<file path="config.mk">
export PLATFORM = sky130hd
export DESIGN_NAME = iocd_top
export DESIGN_NICKNAME = d
export VERILOG_FILES = /design/src/shared/iocd_pkg.sv /design/src/rtl/iocd_latch.sv /design/src/rtl/iocd_parity.sv /design/src/rtl/iocd_top.sv
export SDC_FILE = /design/constraint.sdc
export NUM_CORES = 1
export LEC_CHECK = 0
export BUFFER_PORTS_ARGS = -buffer_cell sky130_fd_sc_hd__buf_4
export CORE_MARGIN = 2
export CORE_UTILIZATION = 56
export CTS_BUF_LIST = sky130_fd_sc_hd__clkbuf_4
export DETAILED_ROUTE_END_ITERATION = 10
export PLACE_DENSITY_LB_ADDON = 0.3
export SETUP_SLACK_MARGIN = 0.5
export SYNTH_ARGS = -nofsm -noshare
export SYNTH_HDL_FRONTEND = slang
export SYNTH_SLANG_ARGS = --single-unit
</file>
<file path="constraint.sdc">
create_clock -name clk_i -period 2.65 [get_ports clk_i]
set_input_delay 0 -clock clk_i [delete_from_list [all_inputs] [get_ports clk_i]]
set_output_delay 0 -clock clk_i [all_outputs]
set_load 0.01 [all_outputs]
</file>
<file path="src/shared/iocd_pkg.sv">
/*
  Constants for the chain fault-diagnostic block: bus address fields,
  diagnostic byte map, option bits, indicator layout, reset values, timing.
  Assumes a 20 MHz system clock.
*/
`default_nettype none
package iocd_pkg;
  // ---------------------------------------------------------------
  // clock and timing
  // ---------------------------------------------------------------
  localparam int unsigned IOCD_CLK_HZ   = 20_000_000;
  localparam int unsigned IOCD_WD_MS    = 1000;   // link silence limit, ms
  // longest time: rounds down
  localparam int unsigned IOCD_WD_CYCLES = (IOCD_CLK_HZ / 1000) * IOCD_WD_MS;

  // ---------------------------------------------------------------
  // chain address: point number minus one, 32-point groups
  // ---------------------------------------------------------------
  localparam int unsigned IOCD_AW      = 10;
  localparam int unsigned IOCD_GRP_LSB = 5;
  localparam int unsigned IOCD_SEL_W   = 5;
  localparam int unsigned IOCD_BYTE_LSB = 3;
  localparam logic [IOCD_SEL_W-1:0] IOCD_FACTORY_SEL = 5'h1F;
  localparam int unsigned IOCD_FACTORY_POINT = 993;

  // ---------------------------------------------------------------
  // diagnostic byte offsets within the selected group
  // ---------------------------------------------------------------
  localparam logic [1:0] IOCD_B_STAT  = 2'h0;  // in: live status / out: control
  localparam logic [1:0] IOCD_B_LATCH = 2'h1;  // in: latched ok flags
  localparam logic [1:0] IOCD_B_EVENT = 2'h2;  // sticky events, write one clears
  localparam logic [1:0] IOCD_B_MASK  = 2'h3;  // event mask

  // status byte bits
  localparam int unsigned IOCD_S_ADDR_OK  = 0;
  localparam int unsigned IOCD_S_DATA_OK  = 1;
  localparam int unsigned IOCD_S_BLOCKED  = 2;
  localparam int unsigned IOCD_S_CHAIN_OK = 3;
  localparam int unsigned IOCD_S_SUPPLY   = 4;
  localparam int unsigned IOCD_S_BLANK    = 5;
  // control byte bits
  localparam int unsigned IOCD_C_LATCH_RST = 0;
  localparam int unsigned IOCD_C_BLANK     = 1;

  // ---------------------------------------------------------------
  // option selector bits (zero = basic receiver behaviour)
  // ---------------------------------------------------------------
  localparam int unsigned IOCD_O_BLOCK_DN = 0;
  localparam int unsigned IOCD_O_DIAG_EN  = 2;
  localparam int unsigned IOCD_O_NO_OPAR  = 3;
  localparam int unsigned IOCD_O_NO_WDRST = 4;
  localparam int unsigned IOCD_O_LOC_PAR  = 5;
  localparam int unsigned IOCD_O_CHN_PAR  = 6;

  // ---------------------------------------------------------------
  // latched indicators
  // ---------------------------------------------------------------
  localparam int unsigned IOCD_NLAT   = 6;
  localparam int unsigned IOCD_L_WD   = 0;
  localparam int unsigned IOCD_L_OPAR = 1;
  localparam int unsigned IOCD_L_IPAR = 2;
  localparam int unsigned IOCD_L_PS   = 3;
  localparam int unsigned IOCD_L_CHN  = 4;
  localparam int unsigned IOCD_L_XMIT = 5;
  // supply-good starts latched off after power-up
  localparam logic [IOCD_NLAT-1:0] IOCD_LAT_RST = 6'h37;
  localparam logic [7:0] IOCD_BLANK_RST = 8'h01;
endpackage : iocd_pkg
`default_nettype wire

</file>
<file path="src/rtl/iocd_latch.sv">
/*
  Bank of fault latches: an ok flag drops on a fault and rises again on a
  clear only once the fault has gone. Assumes synchronous inputs.
*/
`timescale 1ns/1ps
`default_nettype none
module iocd_latch #(
  parameter int unsigned   N      = 6,
  parameter logic [N-1:0] RST_OK = '1
) (
  input  wire logic         clk_i,
  input  wire logic         rstn_i,
  input  wire logic         en_i,
  input  wire logic [N-1:0] fault_i,
  input  wire logic         clr_i,
  output logic      [N-1:0] ok_o
);
  // ---------------------------------------------------------------
  // one latch per indicator; a live fault beats a clear
  // ---------------------------------------------------------------
  for (genvar i = 0; i < N; i++) begin : g_lat
    always_ff @(posedge clk_i or negedge rstn_i) begin
      if (!rstn_i) begin
        ok_o[i] <= RST_OK[i];
      end else if (en_i) begin
        if (fault_i[i]) begin
          ok_o[i] <= 1'b0;
        end else if (clr_i) begin
          ok_o[i] <= 1'b1;
        end
      end
    end
  end
endmodule : iocd_latch
`default_nettype wire

</file>
<file path="src/rtl/iocd_parity.sv">
/*
  Odd-parity check and generation for one bus word.
  Assumes the word and its parity bit arrive together.
*/
`timescale 1ns/1ps
`default_nettype none
module iocd_parity #(
  parameter int unsigned W = 8
) (
  input  wire logic [W-1:0] data_i,
  input  wire logic         par_i,
  output logic              gen_o,
  output logic              err_o
);
  // ---------------------------------------------------------------
  // odd parity: word plus parity bit holds an odd number of ones
  // ---------------------------------------------------------------
  assign gen_o = ~(^data_i);
  assign err_o = ~(^{data_i, par_i});
endmodule : iocd_parity
`default_nettype wire

</file>
<file path="src/rtl/iocd_top.sv">
/*
  Fault-diagnostic logic of a chained rack receiver: chain pass-through,
  parity check and generation, fault latches, diagnostic bytes at two
  selector-chosen addresses, and one interrupt.
  Assumes all inputs are synchronous to clk_i and that the chain master
  issues one-cycle strobes, never a read and a write together.
*/
// Operation
// - all options off acts as basic receiver
// - separate input and output address selectors
// - selectors decode like ordinary module addressing
// - diagnostic addresses ignored until access enabled
// - factory selector setting answers at 993
// - upstream signals pass to downstream port
// - detect parity, supply and cable faults
// - check received parity, generate driven parity
// - readable status gives fault type, place
// - last six indicators latch their faults
// - pushbutton clears latches whose fault ended
// - CPU latch reset only through diagnostic addresses
// - power cycle resets every latch
// - supply-good starts latched off after power
// - link timeout latches after one second silence
// - live parity clears on retry; output latch holds
// - blocking option withholds chain fault, sets bit2
// - address parity error on any received address
`timescale 1ns/1ps
`default_nettype none
module iocd_top
  import iocd_pkg::*;
#(
  parameter int unsigned WD_CYCLES = IOCD_WD_CYCLES
) (
  input  wire logic                  clk_i,
  input  wire logic                  rstn_i,
  input  wire logic                  ce_i,
  // upstream chain access (register port)
  input  wire logic [IOCD_AW-1:0]    addr_i,
  input  wire logic                  addr_par_i,
  input  wire logic [7:0]            wdata_i,
  input  wire logic                  wdata_par_i,
  input  wire logic                  wr_i,
  input  wire logic                  rd_i,
  output logic      [7:0]            rd_data_o,
  output logic                       rd_par_o,
  output logic                       rd_hit_o,
  // downstream chain copy
  output logic      [IOCD_AW-1:0]    dn_addr_o,
  output logic                       dn_addr_par_o,
  output logic      [7:0]            dn_wdata_o,
  output logic                       dn_wdata_par_o,
  output logic                       dn_wr_o,
  output logic                       dn_rd_o,
  // selectors, options and sensed conditions
  input  wire logic [IOCD_SEL_W-1:0] in_sel_i,
  input  wire logic [IOCD_SEL_W-1:0] out_sel_i,
  input  wire logic [7:0]            opt_i,
  input  wire logic                  reset_btn_i,
  input  wire logic                  supply_ok_i,
  input  wire logic                  dn_chain_ok_i,
  input  wire logic                  xmit_ok_i,
  input  wire logic                  loc_par_err_i,
  input  wire logic                  chn_par_err_i,
  // fault returns and indicators
  output logic                       chain_fault_o,
  output logic                       out_par_err_o,
  output logic                       wd_reset_o,
  output logic      [11:0]           led_o,
  output logic                       irq_o
);
  // ---------------------------------------------------------------
  // address decode
  // ---------------------------------------------------------------
  // group field of a point address compared with a selector setting,
  // the same pattern as any I/O module on the chain
  function automatic logic grp_match(input logic [IOCD_AW-1:0] a,
                                     input logic [IOCD_SEL_W-1:0] s);
    grp_match = (a[IOCD_AW-1:IOCD_GRP_LSB] == s);
  endfunction

  logic       addr_err, data_err, rd_par_gen;
  logic       diag_en, in_hit, out_hit;
  logic [1:0] bsel;

  iocd_parity #(.W(IOCD_AW)) u_apar (
    .data_i (addr_i),
    .par_i  (addr_par_i),
    .gen_o  (),
    .err_o  (addr_err)
  );

  iocd_parity #(.W(8)) u_dpar (
    .data_i (wdata_i),
    .par_i  (wdata_par_i),
    .gen_o  (),
    .err_o  (data_err)
  );

  // accesses with a bad address word are not taken as ours
  assign diag_en = opt_i[IOCD_O_DIAG_EN];
  assign in_hit  = rd_i & diag_en & ~addr_err & grp_match(addr_i, in_sel_i);
  assign out_hit = wr_i & diag_en & ~addr_err & ~data_err
                   & grp_match(addr_i, out_sel_i);
  assign bsel    = addr_i[IOCD_BYTE_LSB+1:IOCD_BYTE_LSB];

  // ---------------------------------------------------------------
  // chain pass-through
  // ---------------------------------------------------------------
  // one flop stage keeps outputs registered; unpowered bypass is a
  // connector matter outside this logic
  always_ff @(posedge clk_i or negedge rstn_i) begin
    if (!rstn_i) begin
      dn_addr_o      <= '0;
      dn_addr_par_o  <= 1'b0;
      dn_wdata_o     <= '0;
      dn_wdata_par_o <= 1'b0;
      dn_wr_o        <= 1'b0;
      dn_rd_o        <= 1'b0;
    end else if (ce_i) begin
      dn_addr_o      <= addr_i;
      dn_addr_par_o  <= addr_par_i;
      dn_wdata_o     <= wdata_i;
      dn_wdata_par_o <= wdata_par_i;
      dn_wr_o        <= wr_i;
      dn_rd_o        <= rd_i;
    end
  end

  // ---------------------------------------------------------------
  // live parity indicators
  // ---------------------------------------------------------------
  logic addr_ok_q, data_ok_q;

  // every strobe updates the address flag and every write the data flag, so a clean retry clears the error
  always_ff @(posedge clk_i or negedge rstn_i) begin
    if (!rstn_i) begin
      addr_ok_q <= 1'b1;
      data_ok_q <= 1'b1;
    end else if (ce_i) begin
      if (rd_i | wr_i) begin
        addr_ok_q <= ~addr_err;
      end
      if (wr_i) begin
        data_ok_q <= ~data_err;
      end
    end
  end

  // ---------------------------------------------------------------
  // host link watchdog
  // ---------------------------------------------------------------
  localparam int unsigned WD_W = $clog2(WD_CYCLES + 1);
  localparam logic [WD_W-1:0] WD_LIM = WD_W'(WD_CYCLES);
  logic [WD_W-1:0] wd_cnt_q;
  logic            wd_fault;

  // any strobe on the chain counts as traffic with the CPU
  always_ff @(posedge clk_i or negedge rstn_i) begin
    if (!rstn_i) begin
      wd_cnt_q <= '0;
    end else if (ce_i) begin
      if (rd_i | wr_i) begin
        wd_cnt_q <= '0;
      end else if (wd_cnt_q != WD_LIM) begin
        wd_cnt_q <= wd_cnt_q + 1'b1;
      end
    end
  end

  assign wd_fault = (wd_cnt_q == WD_LIM);

  // ---------------------------------------------------------------
  // control byte and CPU latch reset
  // ---------------------------------------------------------------
  logic cmd_q, blank_q, cpu_clr, btn_clr;

  assign cpu_clr = out_hit & (bsel == IOCD_B_STAT)
                   & wdata_i[IOCD_C_LATCH_RST] & ~cmd_q;
  assign btn_clr = reset_btn_i;

  // the command level is remembered so a held bit clears only once
  always_ff @(posedge clk_i or negedge rstn_i) begin
    if (!rstn_i) begin
      cmd_q   <= 1'b0;
      blank_q <= IOCD_BLANK_RST[0];
    end else if (ce_i && out_hit && bsel == IOCD_B_STAT) begin
      cmd_q   <= wdata_i[IOCD_C_LATCH_RST];
      blank_q <= wdata_i[IOCD_C_BLANK];
    end
  end

  // ---------------------------------------------------------------
  // fault latches
  // ---------------------------------------------------------------
  logic [IOCD_NLAT-1:0] lat_fault, lat_ok;

  always_comb begin
    lat_fault              = '0;
    lat_fault[IOCD_L_WD]   = wd_fault;
    lat_fault[IOCD_L_OPAR] = (rd_i | wr_i) & addr_err
                             | wr_i & data_err;
    lat_fault[IOCD_L_IPAR] = opt_i[IOCD_O_LOC_PAR] & loc_par_err_i
                             | opt_i[IOCD_O_CHN_PAR] & chn_par_err_i;
    lat_fault[IOCD_L_PS]   = ~supply_ok_i;
    lat_fault[IOCD_L_CHN]  = ~dn_chain_ok_i;
    lat_fault[IOCD_L_XMIT] = ~xmit_ok_i;
  end

  iocd_latch #(
    .N      (IOCD_NLAT),
    .RST_OK (IOCD_LAT_RST)
  ) u_lat (
    .clk_i   (clk_i),
    .rstn_i  (rstn_i),
    .en_i    (ce_i),
    .fault_i (lat_fault),
    .clr_i   (cpu_clr | btn_clr),
    .ok_o    (lat_ok)
  );

  // ---------------------------------------------------------------
  // fault returns to the CPU
  // ---------------------------------------------------------------
  logic blocked;
  assign blocked = opt_i[IOCD_O_BLOCK_DN] & ~lat_ok[IOCD_L_CHN];

  // with every option off the faults go upstream as in the basic part
  always_ff @(posedge clk_i or negedge rstn_i) begin
    if (!rstn_i) begin
      chain_fault_o <= 1'b0;
      out_par_err_o <= 1'b0;
      wd_reset_o    <= 1'b0;
    end else if (ce_i) begin
      chain_fault_o <= ~dn_chain_ok_i & ~opt_i[IOCD_O_BLOCK_DN];
      out_par_err_o <= lat_fault[IOCD_L_OPAR] & ~opt_i[IOCD_O_NO_OPAR];
      wd_reset_o    <= wd_fault & ~opt_i[IOCD_O_NO_WDRST];
    end
  end

  // ---------------------------------------------------------------
  // interrupt: sticky events and mask
  // ---------------------------------------------------------------
  logic [IOCD_NLAT-1:0] ev_q, mask_q, ev_w1c;

  assign ev_w1c = (out_hit && bsel == IOCD_B_EVENT) ? wdata_i[IOCD_NLAT-1:0] : '0;

  // a fault in the same cycle as its clear stays set
  always_ff @(posedge clk_i or negedge rstn_i) begin
    if (!rstn_i) begin
      ev_q <= '0;
    end else if (ce_i) begin
      ev_q <= (ev_q & ~ev_w1c) | lat_fault;
    end
  end

  always_ff @(posedge clk_i or negedge rstn_i) begin
    if (!rstn_i) begin
      mask_q <= '0;
    end else if (ce_i && out_hit && bsel == IOCD_B_MASK) begin
      mask_q <= wdata_i[IOCD_NLAT-1:0];
    end
  end

  always_ff @(posedge clk_i or negedge rstn_i) begin
    if (!rstn_i) begin
      irq_o <= 1'b0;
    end else if (ce_i) begin
      irq_o <= |(ev_q & mask_q);
    end
  end

  // ---------------------------------------------------------------
  // diagnostic read data
  // ---------------------------------------------------------------
  logic [7:0] stat_byte, rd_mux;

  // type and place: live/latched flags name the fault and whether it
  // lies upstream, in this rack or downstream
  always_comb begin
    stat_byte                  = '0;
    stat_byte[IOCD_S_ADDR_OK]  = addr_ok_q;
    stat_byte[IOCD_S_DATA_OK]  = data_ok_q;
    stat_byte[IOCD_S_BLOCKED]  = blocked;
    stat_byte[IOCD_S_CHAIN_OK] = dn_chain_ok_i;
    stat_byte[IOCD_S_SUPPLY]   = supply_ok_i;
    stat_byte[IOCD_S_BLANK]    = blank_q;
    unique case (bsel)
      IOCD_B_STAT:  rd_mux = stat_byte;
      IOCD_B_LATCH: rd_mux = {2'b00, lat_ok};
      IOCD_B_EVENT: rd_mux = {2'b00, ev_q};
      IOCD_B_MASK:  rd_mux = {2'b00, mask_q};
    endcase
  end

  iocd_parity #(.W(8)) u_rpar (
    .data_i (rd_mux),
    .par_i  (1'b0),
    .gen_o  (rd_par_gen),
    .err_o  ()
  );

  // answer stands one cycle; a miss returns zero with good parity
  always_ff @(posedge clk_i or negedge rstn_i) begin
    if (!rstn_i) begin
      rd_data_o <= '0;
      rd_par_o  <= 1'b1;
      rd_hit_o  <= 1'b0;
    end else if (ce_i) begin
      rd_hit_o  <= in_hit;
      rd_data_o <= in_hit ? rd_mux : 8'h00;
      rd_par_o  <= in_hit ? rd_par_gen : 1'b1;
    end
  end

  // ---------------------------------------------------------------
  // indicators
  // ---------------------------------------------------------------
  always_ff @(posedge clk_i or negedge rstn_i) begin
    if (!rstn_i) begin
      led_o <= '0;
    end else if (ce_i) begin
      led_o <= {lat_ok, 1'b0, blank_q, data_ok_q, addr_ok_q,
                ~chn_par_err_i, dn_chain_ok_i};
    end
  end

  // ---------------------------------------------------------------
  // assertions
  // ---------------------------------------------------------------
  localparam logic [IOCD_AW-1:0] PT993 = IOCD_AW'(IOCD_FACTORY_POINT - 1);

  property p_diag_gate;
    @(posedge clk_i) disable iff (!rstn_i)
      ce_i && !opt_i[IOCD_O_DIAG_EN] |=> !rd_hit_o && rd_data_o == 8'h00;
  endproperty
  a_diag_gate: assert property (p_diag_gate) else $error("read answered while disabled");

  property p_pass;
    @(posedge clk_i) disable iff (!rstn_i)
      ce_i && rstn_i |=> dn_addr_o == $past(addr_i) && dn_wr_o == $past(wr_i);
  endproperty
  a_pass: assert property (p_pass) else $error("downstream copy wrong");

  property p_rpar;
    @(posedge clk_i) disable iff (!rstn_i)
      rd_hit_o |-> ^{rd_data_o, rd_par_o};
  endproperty
  a_rpar: assert property (p_rpar) else $error("read parity not odd");

  property p_once;
    @(posedge clk_i) disable iff (!rstn_i)
      ce_i && cpu_clr |=> !cpu_clr;
  endproperty
  a_once: assert property (p_once) else $error("latch reset repeated");

  property p_wd;
    @(posedge clk_i) disable iff (!rstn_i)
      // the indicator copy lags the latch by one more edge
      ce_i && !(rd_i || wr_i) && wd_cnt_q == WD_LIM |=> !lat_ok[IOCD_L_WD] ##1 !led_o[6];
  endproperty
  a_wd: assert property (p_wd) else $error("timeout not latched");

  property p_hold;
    @(posedge clk_i) disable iff (!rstn_i)
      ce_i && !supply_ok_i ##1 ce_i && reset_btn_i |=> !lat_ok[IOCD_L_PS];
  endproperty
  a_hold: assert property (p_hold) else $error("live fault cleared");

  property p_apar;
    @(posedge clk_i) disable iff (!rstn_i)
      ce_i && (rd_i || wr_i) |=> addr_ok_q == !$past(addr_err)
                                 && (!$past(addr_err) || !lat_ok[IOCD_L_OPAR]);
  endproperty
  a_apar: assert property (p_apar) else $error("address parity flags wrong");

  property p_block;
    @(posedge clk_i) disable iff (!rstn_i)
      ce_i && opt_i[IOCD_O_BLOCK_DN] && !dn_chain_ok_i
      |=> !chain_fault_o && !lat_ok[IOCD_L_CHN];
  endproperty
  a_block: assert property (p_block) else $error("chain fault not withheld");

  property p_basic;
    @(posedge clk_i) disable iff (!rstn_i)
      ce_i && opt_i == 8'h00 |=> !rd_hit_o && chain_fault_o == !$past(dn_chain_ok_i);
  endproperty
  a_basic: assert property (p_basic) else $error("basic behaviour broken");

  property p_fact;
    @(posedge clk_i) disable iff (!rstn_i)
      ce_i && rd_i && diag_en && !addr_err && in_sel_i == IOCD_FACTORY_SEL
      && addr_i == PT993 |=> rd_hit_o;
  endproperty
  a_fact: assert property (p_fact) else $error("no answer at factory point");

  c_hit: cover property (@(posedge clk_i) disable iff (!rstn_i) rd_hit_o);
  c_clr: cover property (@(posedge clk_i) disable iff (!rstn_i) cpu_clr);
  c_irq: cover property (@(posedge clk_i) disable iff (!rstn_i) irq_o);
endmodule : iocd_top
`default_nettype wire

</file>
Word-level counts from Yosys, hierarchy flattened. Index checks and enable logic that the tools add are counted.

Register bits after elaboration: 94. Input port bits: 49. Output and inout bits: 48. Word-level logic and storage cells: 111.

Add/sub/neg operators: 1. Equality and inequality tests: 10. Mux-type cells: 13. Bitwise logic cells: 38. Reductions and logical operators: 22.

Operators by type and width (count): two-way mux 25 bit (2); one-hot mux 8 bit (4 select lines) (1); adder 25 x 1 -> 25 bit (second input constant) (1); equality test 25 bit (second input constant) (1); != test 25 bit (second input constant) (1); bitwise AND 1 bit (18); AND reduction 2 bit (9); bitwise AND 6 bit (2); inverter 1 bit (12); XOR reduction 11 bit (1); equality test 5 bit (2); XOR reduction 9 bit (1); two-way mux 1 bit (8); two-way mux 8 bit (1); nonzero test 2 bit (4); XOR reduction 8 bit (1); two-way mux 6 bit (1); != test 2 x 1 -> 1 bit (second input constant) (3); inverter 6 bit (1); OR 6 bit (1); OR reduction 6 bit (1); equality test 2 bit (second input constant) (2); logical AND 1 bit (4); OR 1 bit (4); 2 further kinds (2).

Logic depth before layout (Yosys ltp). Gate-level depths: netlist (run 1).

Depth after elaboration: 10. Mapped depth: 9.

Modules after synthesis. From an unflattened synthesis (run 1), not the netlist that was laid out.

Cells, all modules: 405. Area total of the unflattened synthesis: 4642.0 um^2.

By module, submodules not included: iocd_top (instances 1, cells each 366, area an instance 4140.2 um^2, sequential area each 2157.1 um^2); iocd_latch (instances 1, cells each 14, area an instance 220.2 um^2, sequential area each 156.4 um^2); iocd_parity (u_dpar ...) (instances 2, cells each 8, area an instance 83.8 um^2, sequential area each 0.0 um^2); iocd_parity (u_apar) (instances 1, cells each 9, area an instance 113.9 um^2, sequential area each 0.0 um^2).

Worst setup path after synthesis (run 1). No wires, ideal clock.

Path kind: flip-flop to flip-flop. Start point: reg wd_cnt_q[3]. End point: reg wd_cnt_q[23]. Arrival: 1876 ps. Required time: 2573 ps. Slack: 697 ps. Cell stages (with the launch flop): 7. Buffers on the path: 1. Clock period less this slack: 1953 ps. Path through: dfrtp_1 clkbuf_2 and4_1 nand3_1 or4_1 or3_1 a21oi_1.

Cells in the longest elaborated chain, start to end: 3. Elaborated cells on any way between the ends: 6.

Ends and longest elaborated chain: from (decl) (line iocd_top.sv:154) `logic [WD_W-1:0] wd_cnt_q;`; from (signal assigned) (line iocd_top.sv:165) `wd_cnt_q <= wd_cnt_q + 1'b1;`; adder 25 x 1 -> 25 bit / != test 25 bit (equally long branches) (line iocd_top.sv:165, iocd_top.sv:164); two-way mux 25 bit / nonzero test 2 bit (equally long branches); two-way mux 25 bit / AND reduction 2 bit (equally long branches).

Parallel ways exist; a longest one is shown, timed or not. The select of a mux whose other input is x is not followed. A chain may end at the register's enable or synchronous reset.

Worst setup path after layout (run 1).
Start point: in addr_i[6]. End point: reg mask_q[0].

Cells in the longest elaborated chain, start to end: 6. Elaborated cells on any way between the ends: 7.

Ends and longest elaborated chain: from (decl) (line iocd_top.sv:38) `input wire logic [IOCD_AW-1:0] addr_i,`; XOR reduction 11 bit (line iocd_parity.sv:19) `assign err_o = ~(^{data_i, par_i});`; bitwise AND 1 bit (2 in series) (line iocd_top.sv:102) `assign out_hit = wr_i & diag_en & ~addr_err & ~data_err`; bitwise AND 1 bit * (line iocd_top.sv:103) `& grp_match(addr_i, out_sel_i);`; logical AND 1 bit * (2 in series) (line iocd_top.sv:259) `end else if (ce_i && out_hit && bsel == IOCD_B_MASK) begin`; to (signal assigned) (line iocd_top.sv:260) `mask_q <= wdata_i[IOCD_NLAT-1:0];`; to (decl) (line iocd_top.sv:243) `logic [IOCD_NLAT-1:0] ev_q, mask_q, ev_w1c;`.

Mark *: on every way between the ends. The rest lies on a longest branch, timed or not.

==> results of run 1 <==
sequential cells by signal (all words and copies together) (netlist names), 6 cells and up:
register    flops
wd_cnt_q       25
led_o          11
dn_addr_o      10
dn_wdata_o      8
ev_q            6
mask_q          6
rd_data_o       6
u_lat.ok_o      6
kinds of logic (layout without fill, tap and decap cells):
group                    after synthesis  after routing  share of synthesized area [%]
other                                  1              3                         0.0842
multiplexers                          43             43                           10.9
XOR/XNOR                              46             46                           10.4
buffers and inverters                 30            162                           2.81
flip-flops                            92             92                           51.9
AND/OR/NAND/NOR                      103            103                           12.2
adder cells (fa/ha/maj)                7              7                           1.97
AO/OA/AOI/OAI                         59             59                           9.78
Yosys cell counts (all sizes together) (7+ instances only):
master  number  area share [%]
dfrtp       83              47
mux2        43              11
nor2        29             2.4
xor2        25             4.9
nand2       18             1.7
xnor2       18             3.9
nand3       17             1.9
inv         15             1.3
o21ai       14             1.6
clkbuf      10            0.87
dfstp        9             5.3
nand4        9             1.3
a21oi        8            0.90
a22o         8             1.6
ha           7             2.0
worst reg2reg max path, delay by kind of cell, from the launching register on:
kind	cells	cell delay (ns)
AO/OA/AOI/OAI	1	0.16
flip-flops	1	0.45
AND/OR/NAND/NOR	4	1.39
cell type report:
type | instances | area share (%)
clock buffer | 10 | 1.30
tap | 102 | 2.21
inverter | 15 | 0.977
sequential | 92 | 40.2
multi-input combinational | 261 | 35.9
clock inverter | 6 | 0.673
timing repair buffer | 131 | 18.7
worst paths after layout:
check / end / cells past startpoint / slack [ns]
setup / recovery: mask_q[0] / 9 / 0.59
hold / removal: dn_wr_o / 2 / 0.07
setup reg to reg: wd_cnt_q[17] / 5 / 0.59
hold reg to reg: out_par_err_o / 2 / 0.50
max in group asynchronous: u_lat.ok_o[5] / 3 / 2.11
min in group asynchronous: wd_cnt_q[22] / 3 / 0.11
metrics by stage:
step | worst slack (ns) | area, um2
4_1_cts | 0.509 | 5690
5_1_grt | 0.502 | 5760
6_report | 0.585 | 5760
3_3_place_gp | 0.481 | 5240
2_1_floorplan | 0.697 | 4460
3_5_place_dp | 0.414 | 5240
layout by cell type (no fill, tap or decap), drive strengths merged, types with 2 or more instances in the layout:
master	count
dfrtp	83
nand4	9
conb	3
nor3	6
or3	6
dfstp	9
or4	2
a222oi	6
and3	2
o2bb2ai	6
a21oi	8
clkbuf	10
nand4b	2
nor4	5
a22o	8
a22oi	3
xnor2	18
nor4b	2
dlygate4sd3	33
o31ai	2
a2bb2oi	6
o21ai	14
ha	7
nand2	18
xor2	25
nand3	17
xnor3	2
mux2	43
buf	98
nor2	29
inv	16
clkinv	4
timing repair:
item,4_1_cts,5_1_grt
setup endpoints to repair,1,22
pin swaps,0,2
resized for setup,1,10
hold buffers,33,0
setup buffers,0,4
endpoints found under the hold margin,141,0
layer usage:
layer / track usage [%] / share of wire [%] / wire length (um) / up-vias
met3: 4.35 / 4.8 / 495 / 22
met4: 11.6 / 3.0 / 312 / 0
met2: 40.6 / 50 / 5190 / 114
li1: - / - / - / 1617
met1: 32.5 / 42 / 4280 / 1716
met5: 0 / 0 / 0 / -
power breakdown:
part	leakage [nW]	internal [mW]	total (mW)	switching (mW)
clock	0.0642	0.203	0.675	0.473
sequential	1.15	1.52	1.59	0.0673
combinational	1.42	0.370	0.688	0.317
==> impl_metrics.json, run 1 <==
{
  "status": "completed",
  "cp-startpoint": "addr_i[6]",
  "powerDensity_nw_per_um2": 513,
  "min_from": "ce_i",
  "vias_per_cell": 5.62,
  "period_share_pct": 77.9,
  "instances_no_fill": 617,
  "die_w_um": 93.2,
  "wl_mm": 10.3,
  "critPathArrivalTime_ns": 2.38,
  "postSynth.asyncResetShare_pct": 100,
  "dpl.hpwl_mm": 7.12,
  "worst_pin_slew_ns": 0.529,
  "netlist_instances": 381,
  "maxSlewViolCount": 0,
  "die_h_um": 93.2,
  "nNetsFinal": 566,
  "grt_antenna_before_repair": 0,
  "insertion_delay_ns": 0.43,
  "clock_sinks": 92,
  "clk_pin_slew_ns": 0.13,
  "r2r-start": "wd_cnt_q[10]",
  "critPathMaxFanout": 8,
  "root_buffer": "clkbuf_4",
  "h-tree-depth": 3,
  "grt_pass1_wl_mm": 16.8,
  "ios": 97,
  "wl_per_cell_um": 16.7,
  "gp_congestion": 0.854,
  "crit_slowest_cell": "dlygate4sd3_1",
  "crit_chain": "dlygate4sd3_1 > buf_4 > xor2_1 > xnor3_2 > xnor2_4 > nor4_4 > buf_4 > nand2_4 > mux2_2",
  "grt_max_degree": 93,
  "diodes": 0,
  "drtAntennaViolNets": 0,
  "portBuffers": 91,
  "yosysUniqueCellTypes": 49,
  "slowest_delay_ns": 0.56,
  "grt_setup_unrepaired": "false",
  "finalSetupViolCount": 0,
  "clock_tree.buffer_depth": 2,
  "die_area_um2": 8680,
  "whs_ns": 0.0673,
  "drcViolationCount": 0,
  "drv_cap": 0,
  "cts_buffers": 9,
  "ys_ff_latch": 92,
  "post-place-cells": 564,
  "critPathMostFrequentCell": "buf_4",
  "drive_gt1_share_pct": 34.8,
  "crit_path_end_kind": "flip-flop",
  "rows": 32,
  "grt_pass1_vias": 3449,
  "slew_headroom_pct": 64.7,
  "critPathBufInv": 3,
  "finClkSkew_ns": 0.0201,
  "crit_type": "input pin to flip-flop",
  "dr.pass1.iters": 6,
  "timing.fmax_mhz": 484,
  "syn_to_final_growth_pct": 29.4,
  "leakagePower_nw": 2.63,
  "n_fill_cell": 528,
  "crit_path_start_kind": "input pin",
  "synth_edf_count": 0,
  "multiInputGateArea_um2": 2070,
  "vias": 3469,
  "start_util_pct": 57.6,
  "finalSetupTns_ns": 0,
  "post-route-util_pct": 74.6,
  "ys_seq_area_share_pct": 51.9,
  "core_area_um2": 7730,
  "track_usage_pct": 24.9,
  "hold_class": "input pin to flip-flop",
  "drtIter0Drc": 248,
  "ys.flop_type": "dfrtp_1",
  "final_hold_viol_count": 0,
  "ir_drop_uv": 398,
  "critPathTopFamily": "buffers and inverters",
  "synth_area_um2": 4450,
  "cp.required_ns": 2.96,
  "regArea_um2": 2310,
  "grt-ovfl-total": 0,
  "ys_warn_count": 0,
  "syn_avg_cell_area_um2": 11.7,
  "min_period_ns": 2.06,
  "cts_tree": "done",
  "p_total_mw": 2.95
}
No activity file was read; power rests on OpenSTA's default activity.
==> run 2, diff against run 1 <==
Settings changed: CORE_UTILIZATION 56 to 51.
Clock period 2.65 ns to 1.7 ns, I/O delays scaled along.
==> run 2 against run 1 <==
The flow now finishes with violations (hold timing, setup timing). Clock power grew 130%. Combinational power up 120%. Clock-buffer cell count stayed put. Critical path depth fell by 4. First-iteration DRC count grew 72%. Non-clock buffer count rose by 92. Sequential share of layout area shrank 8.0 points. Critical path type is now flip-flop to flip-flop.
==> impl_metrics.json, run 2 (synthesis results as in run 1) <==
{
  "ir_drop_uv": 483,
  "root_buffer": "clkbuf_4",
  "crit_slowest_cell": "or4_4",
  "crit_chain": "and3_4 > nand4_1 > or4_4 > or3_4 > a21oi_2",
  "powerDensity_nw_per_um2": 777,
  "grt_pass1_vias": 4334,
  "final_cell_mix": "buf_4 (158), dfrtp_1 (82), dlygate4sd3_1 (37)",
  "slew_headroom_pct": 55.0,
  "rows": 34,
  "grt_max_degree": 35,
  "reg2reg_to": "wd_cnt_q[17]",
  "instances_no_fill": 715,
  "whs_ns": -0.00553,
  "internal_power_mw": 3.94,
  "cp-startpoint": "wd_cnt_q[11]",
  "post-route-util_pct": 83.6,
  "post-place-cells": 630,
  "critPathArrivalTime_ns": 2.43,
  "slowest_delay_ns": 0.65,
  "max_flop_register": "wd_cnt_q",
  "final_common_cell": "buf_4",
  "r2r_cells": 5,
  "grt_pass1_wl_mm": 22.5,
  "h-tree-depth": 3,
  "violations": "hold timing, setup timing",
  "core_area_um2": 8590,
  "rrSetupSlack_ns": -0.35,
  "finClkSkew_ns": 0.0255,
  "critPathTopFamily": "simple AND/OR/NAND/NOR gates",
  "drive_gt1_share_pct": 55.5,
  "track_usage_pct": 30.0,
  "vias_per_cell": 6.01,
  "dpl.hpwl_mm": 8.22,
  "p_total_mw": 5.58,
  "final_hold_viol_count": 2,
  "hold_class": "input pin to asynchronous set/reset pin",
  "nNetsFinal": 658,
  "worst_pin_slew_ns": 0.675,
  "die_w_um": 97.5,
  "cts_buffers": 9,
  "drcViolationCount": 0,
  "clock_sinks": 92,
  "p_sw_mw": 1.65,
  "clkPwrFrac_pct": 28.3,
  "top_regs": "wd_cnt_q (25), led_o (11), dn_addr_o (10)",
  "wl_mm": 15.8,
  "ios": 97,
  "drtAntennaViolNets": 0,
  "clk_pin_slew_ns": 0.17,
  "combinationalPowerShare_pct": 26.7,
  "timing.fmax_mhz": 489,
  "grt_setup_unrepaired": "true",
  "die_area_um2": 9500,
  "maxSlewViolCount": 0,
  "p_seq_share_pct": 45.0,
  "dr.pass1.iters": 9,
  "leakagePower_nw": 3.29,
  "endpoint": "wd_cnt_q[17]",
  "diodes": 0,
  "grt-ovfl-total": 0,
  "die_h_um": 97.5,
  "r2r-start": "wd_cnt_q[11]",
  "crit_type": "flip-flop to flip-flop",
  "drtIter0Drc": 427,
  "cp.required_ns": 2.08,
  "vias": 4300,
  "drv_cap": 0,
  "p_sw_share_pct": 29.5,
  "dpl_worst_slack_ns": -0.276,
  "cp.depth": 5,
  "clock_tree.buffer_depth": 2,
  "insertion_delay_ns": 0.46,
  "crit_path_start_kind": "flip-flop",
  "wl_per_cell_um": 22.2,
  "cts_tree": "done",
  "syn_to_final_growth_pct": 61.3,
  "critPathMaxFanout": 6,
  "grt_antenna_before_repair": 0,
  "crit_path_end_kind": "flip-flop",
  "setup_ws_ns": -0.345,
  "portBuffers": 91,
  "largest_reg_flops": 25,
  "start_util_pct": 51.8,
  "critPathBufInv": 0,
  "gp_congestion": 0.882,
  "min_period_ns": 2.05,
  "finalSetupViolCount": 26,
  "status": "finished with violations",
  "period_share_pct": 120
}
[run 2: final cells by class]
cell class | instances | area [um2]
clock buffers | 10 | 75.1
fillers | 393 | 1410
inverters | 15 | 78.8
repair buffers | 223 | 1900
flip-flops and latches | 92 | 2310
well taps | 108 | 135
multi-input cells | 261 | 2570
clock inverters | 6 | 113
[run 2: worst reg2reg max path, cell delays in order, from the launching register on]
cell,delay [ns]
dfrtp_1,0.43
and3_4,0.22
nand4_1,0.20
or4_4,0.65
or3_4,0.35
a21oi_2,0.13
[run 2: stage by stage]
stage / instance area [um2] / setup TNS (ns) / hold slack [ns]
after floorplan: 4600 / -1.09 / -0.296
after global placement: 5820 / -4.03 / -0.0485
after detailed placement: 5820 / -6.48 / -0.0450
after CTS: 6800 / -2.91 / 0.00142
after global routing: 7190 / -7.30 / -0.0210
final: 7190 / -5.59 / -0.00553
[run 2: what timing repair did]
item | in CTS | in global routing
resized for setup | 69 | 50
hold endpoints to repair | 138 | 4
pin swaps | 51 | 37
hold buffers | 35 | 2
buffers inserted | 18 | 14
endpoints found under the setup margin | 55 | 55
[run 2: worst min-delay path by stage]
stage,from,end,slack (ns)
3_3_place_gp,rstn_i,wd_reset_o,-0.05
5_1_grt,wr_i,wd_cnt_q[1],-0.02
2_1_floorplan,rstn_i,chain_fault_o,-0.30
6_report,rstn_i,mask_q[4],-0.006
4_1_cts,rstn_i,mask_q[4],0.001
3_5_place_dp,rstn_i,wd_reset_o,-0.05
[run 2: power groups by stage]
stage               sequential, mW  combinational [mW]  clock [mW]
global route                  2.53                1.56        1.67
global placement              2.52                1.09           0
finish                        2.51                1.49        1.58
floorplan                     2.55               0.498           0
detailed placement            2.53                1.12           0
CTS                           2.49                1.33        1.54
[run 2: routing by layer]
metal  GRT usage (%)  wire (um)
met1            38.0       6030
met3            6.76       1390
met4            10.8        669
met5               0          0
met2            50.7       7750
==> run 3, diff against run 2 <==
Settings changed: SETUP_SLACK_MARGIN 0.5 to unset.
==> run 3 against run 2 <==
The flow finishes with violations (setup timing). Setup slack gained 0.079 ns. Core utilization shrank 6.4 points. Wire length shrank 21%. Critical endpoint is now wd_cnt_q[18]. Highest routed layer unchanged.
==> impl_metrics.json, run 3 (synthesis results as in run 1) <==
{
  "cts_tree": "done",
  "final_cell_mix": "buf_4 (168), dfrtp_1 (82), mux2_2 (39)",
  "ios": 97,
  "diodes": 0,
  "die_area_um2": 9500,
  "status": "finished with violations",
  "crit_path_start_kind": "flip-flop",
  "rows": 34,
  "internal_power_mw": 3.83,
  "p_sw_mw": 1.45,
  "min_period_ns": 1.97,
  "finalSetupViolCount": 20,
  "die_w_um": 97.5,
  "hold_class": "input pin to flip-flop",
  "wl_mm": 12.6,
  "dpl.hpwl_mm": 8.29,
  "ir_drop_uv": 507,
  "grt_max_degree": 39,
  "grt_pass1_wl_mm": 19.7,
  "worst_pin_slew_ns": 0.505,
  "drcViolationCount": 0,
  "drtIter0Drc": 350,
  "maxSlewViolCount": 0,
  "core_area_um2": 8590,
  "portBuffers": 91,
  "setup_ws_ns": -0.266,
  "period_share_pct": 116,
  "insertion_delay_ns": 0.45,
  "grt-ovfl-total": 0,
  "leakagePower_nw": 3.09,
  "syn_to_final_growth_pct": 49.0,
  "violations": "setup timing",
  "dr.pass1.iters": 6,
  "critPathMaxFanout": 5,
  "nNetsFinal": 641,
  "grt_pass1_vias": 4003,
  "largest_reg_flops": 25,
  "h-tree-depth": 3,
  "cts_buffers": 9,
  "cp.required_ns": 2.04,
  "die_h_um": 97.5,
  "final_hold_viol_count": 0,
  "crit_slowest_cell": "dfrtp_1",
  "finalSetupTns_ns": -3.56,
  "slowest_delay_ns": 0.37,
  "crit_path_end_kind": "flip-flop",
  "combinationalPowerShare_pct": 23.6,
  "vias": 3960,
  "drv_cap": 0,
  "clk_pin_slew_ns": 0.15,
  "final_common_cell": "buf_4",
  "track_usage_pct": 25.9,
  "start_util_pct": 51.8,
  "whs_ns": 0.0291,
  "grt_use_met2_pct": 42.3,
  "grt-busiest-layer": "met2",
  "grt_antenna_before_repair": 0,
  "grt_setup_unrepaired": "true",
  "timing.fmax_mhz": 509,
  "met3_usage_pct": 5.90,
  "p_seq_share_pct": 47.2,
  "clock_sinks": 92,
  "critPathMostFrequentCell": "buf_4",
  "use_met1_pct": 33.6,
  "drtAntennaViolNets": 0,
  "vias_per_cell": 5.67,
  "drive_gt1_share_pct": 48.8,
  "max_flop_register": "wd_cnt_q",
  "crit_chain": "and3_4 > nand4_1 > buf_4 > buf_4 > buf_4 > buf_4 > nor3_2 > nand3_1 > xor2_1 > nor2_1",
  "clock_tree.buffer_depth": 2,
  "gp_congestion": 0.893,
  "clkPwrFrac_pct": 29.2,
  "wl_per_cell_um": 18.0,
  "slew_headroom_pct": 66.3,
  "powerDensity_nw_per_um2": 795,
  "crit_type": "flip-flop to flip-flop",
  "root_buffer": "clkbuf_4",
  "top_regs": "wd_cnt_q (25), led_o (11), dn_addr_o (10)",
  "p_sw_share_pct": 27.4,
  "critPathArrivalTime_ns": 2.31,
  "finClkSkew_ns": 0.0165
}
[run 3: repair_timing]
| item | in CTS | in global routing |
|---|---|---|
| gates cloned | 0 | 0 |
| hold endpoints to repair | 139 | 0 |
| pin swaps | 31 | 19 |
| endpoints found under the setup margin | 23 | 25 |
| resized for setup | 21 | 25 |
| hold buffers | 34 | 0 |
| buffers inserted | 10 | 4 |
[run 3: metal layers]
metal / share of wire, % / vias to the layer above
li1: - / 1782
met1: 41 / 1956
met2: 48 / 184
met3: 7.4 / 38
met4: 3.1 / 0
met5: 0 / -
[run 3: critical path: cells and delay by family (launching register included)]
kind,cells,cell delay [ns]
xor+xnor,1,0.17
buf+inv,4,0.56
flops,1,0.37
simple gates,5,0.78
[run 3: final cells by class]
cell class	count	area, um2
tap	108	135
inverter	15	78.8
timing repair buffer	206	1660
clock buffer	10	75.1
multi-input combinational	261	2260
fill	508	1960
clock inverter	6	113
sequential	92	2310
[run 3: final timing paths]
path,from,end,slack [ns],cells past startpoint
max in group asynchronous,rstn_i,rd_par_o,0.94,3
worst max register to register,wd_cnt_q[10],wd_cnt_q[18],-0.27,10
min in group asynchronous,rstn_i,led_o[11],0.05,2
worst min-delay path,addr_i[8],dn_addr_o[8],0.03,4
worst max-delay path,wd_cnt_q[10],wd_cnt_q[18],-0.27,10
worst min register to register,out_par_err_o,out_par_err_o,0.51,2
[run 3: metrics by stage]
step	cells	power, mW	instance area [um2]	setup slack (ns)	util (%)
floorplan	383	3.04	4550	-0.118	-
global placement	636	3.62	5820	-0.204	67.7
detailed placement	636	3.67	5820	-0.327	67.7
CTS	695	5.26	6500	-0.197	75.7
global route	698	5.48	6640	-0.400	77.2
finish	698	5.28	6640	-0.266	77.2
[run 3: power by group through the flow]
stage / Sequential (mW) / Combinational, mW / Clock (mW)
3_5_place_dp: 2.53 / 1.14 / 0
2_1_floorplan: 2.55 / 0.492 / 0
6_report: 2.49 / 1.25 / 1.54
5_1_grt: 2.51 / 1.32 / 1.64
3_3_place_gp: 2.51 / 1.10 / 0
4_1_cts: 2.49 / 1.23 / 1.55
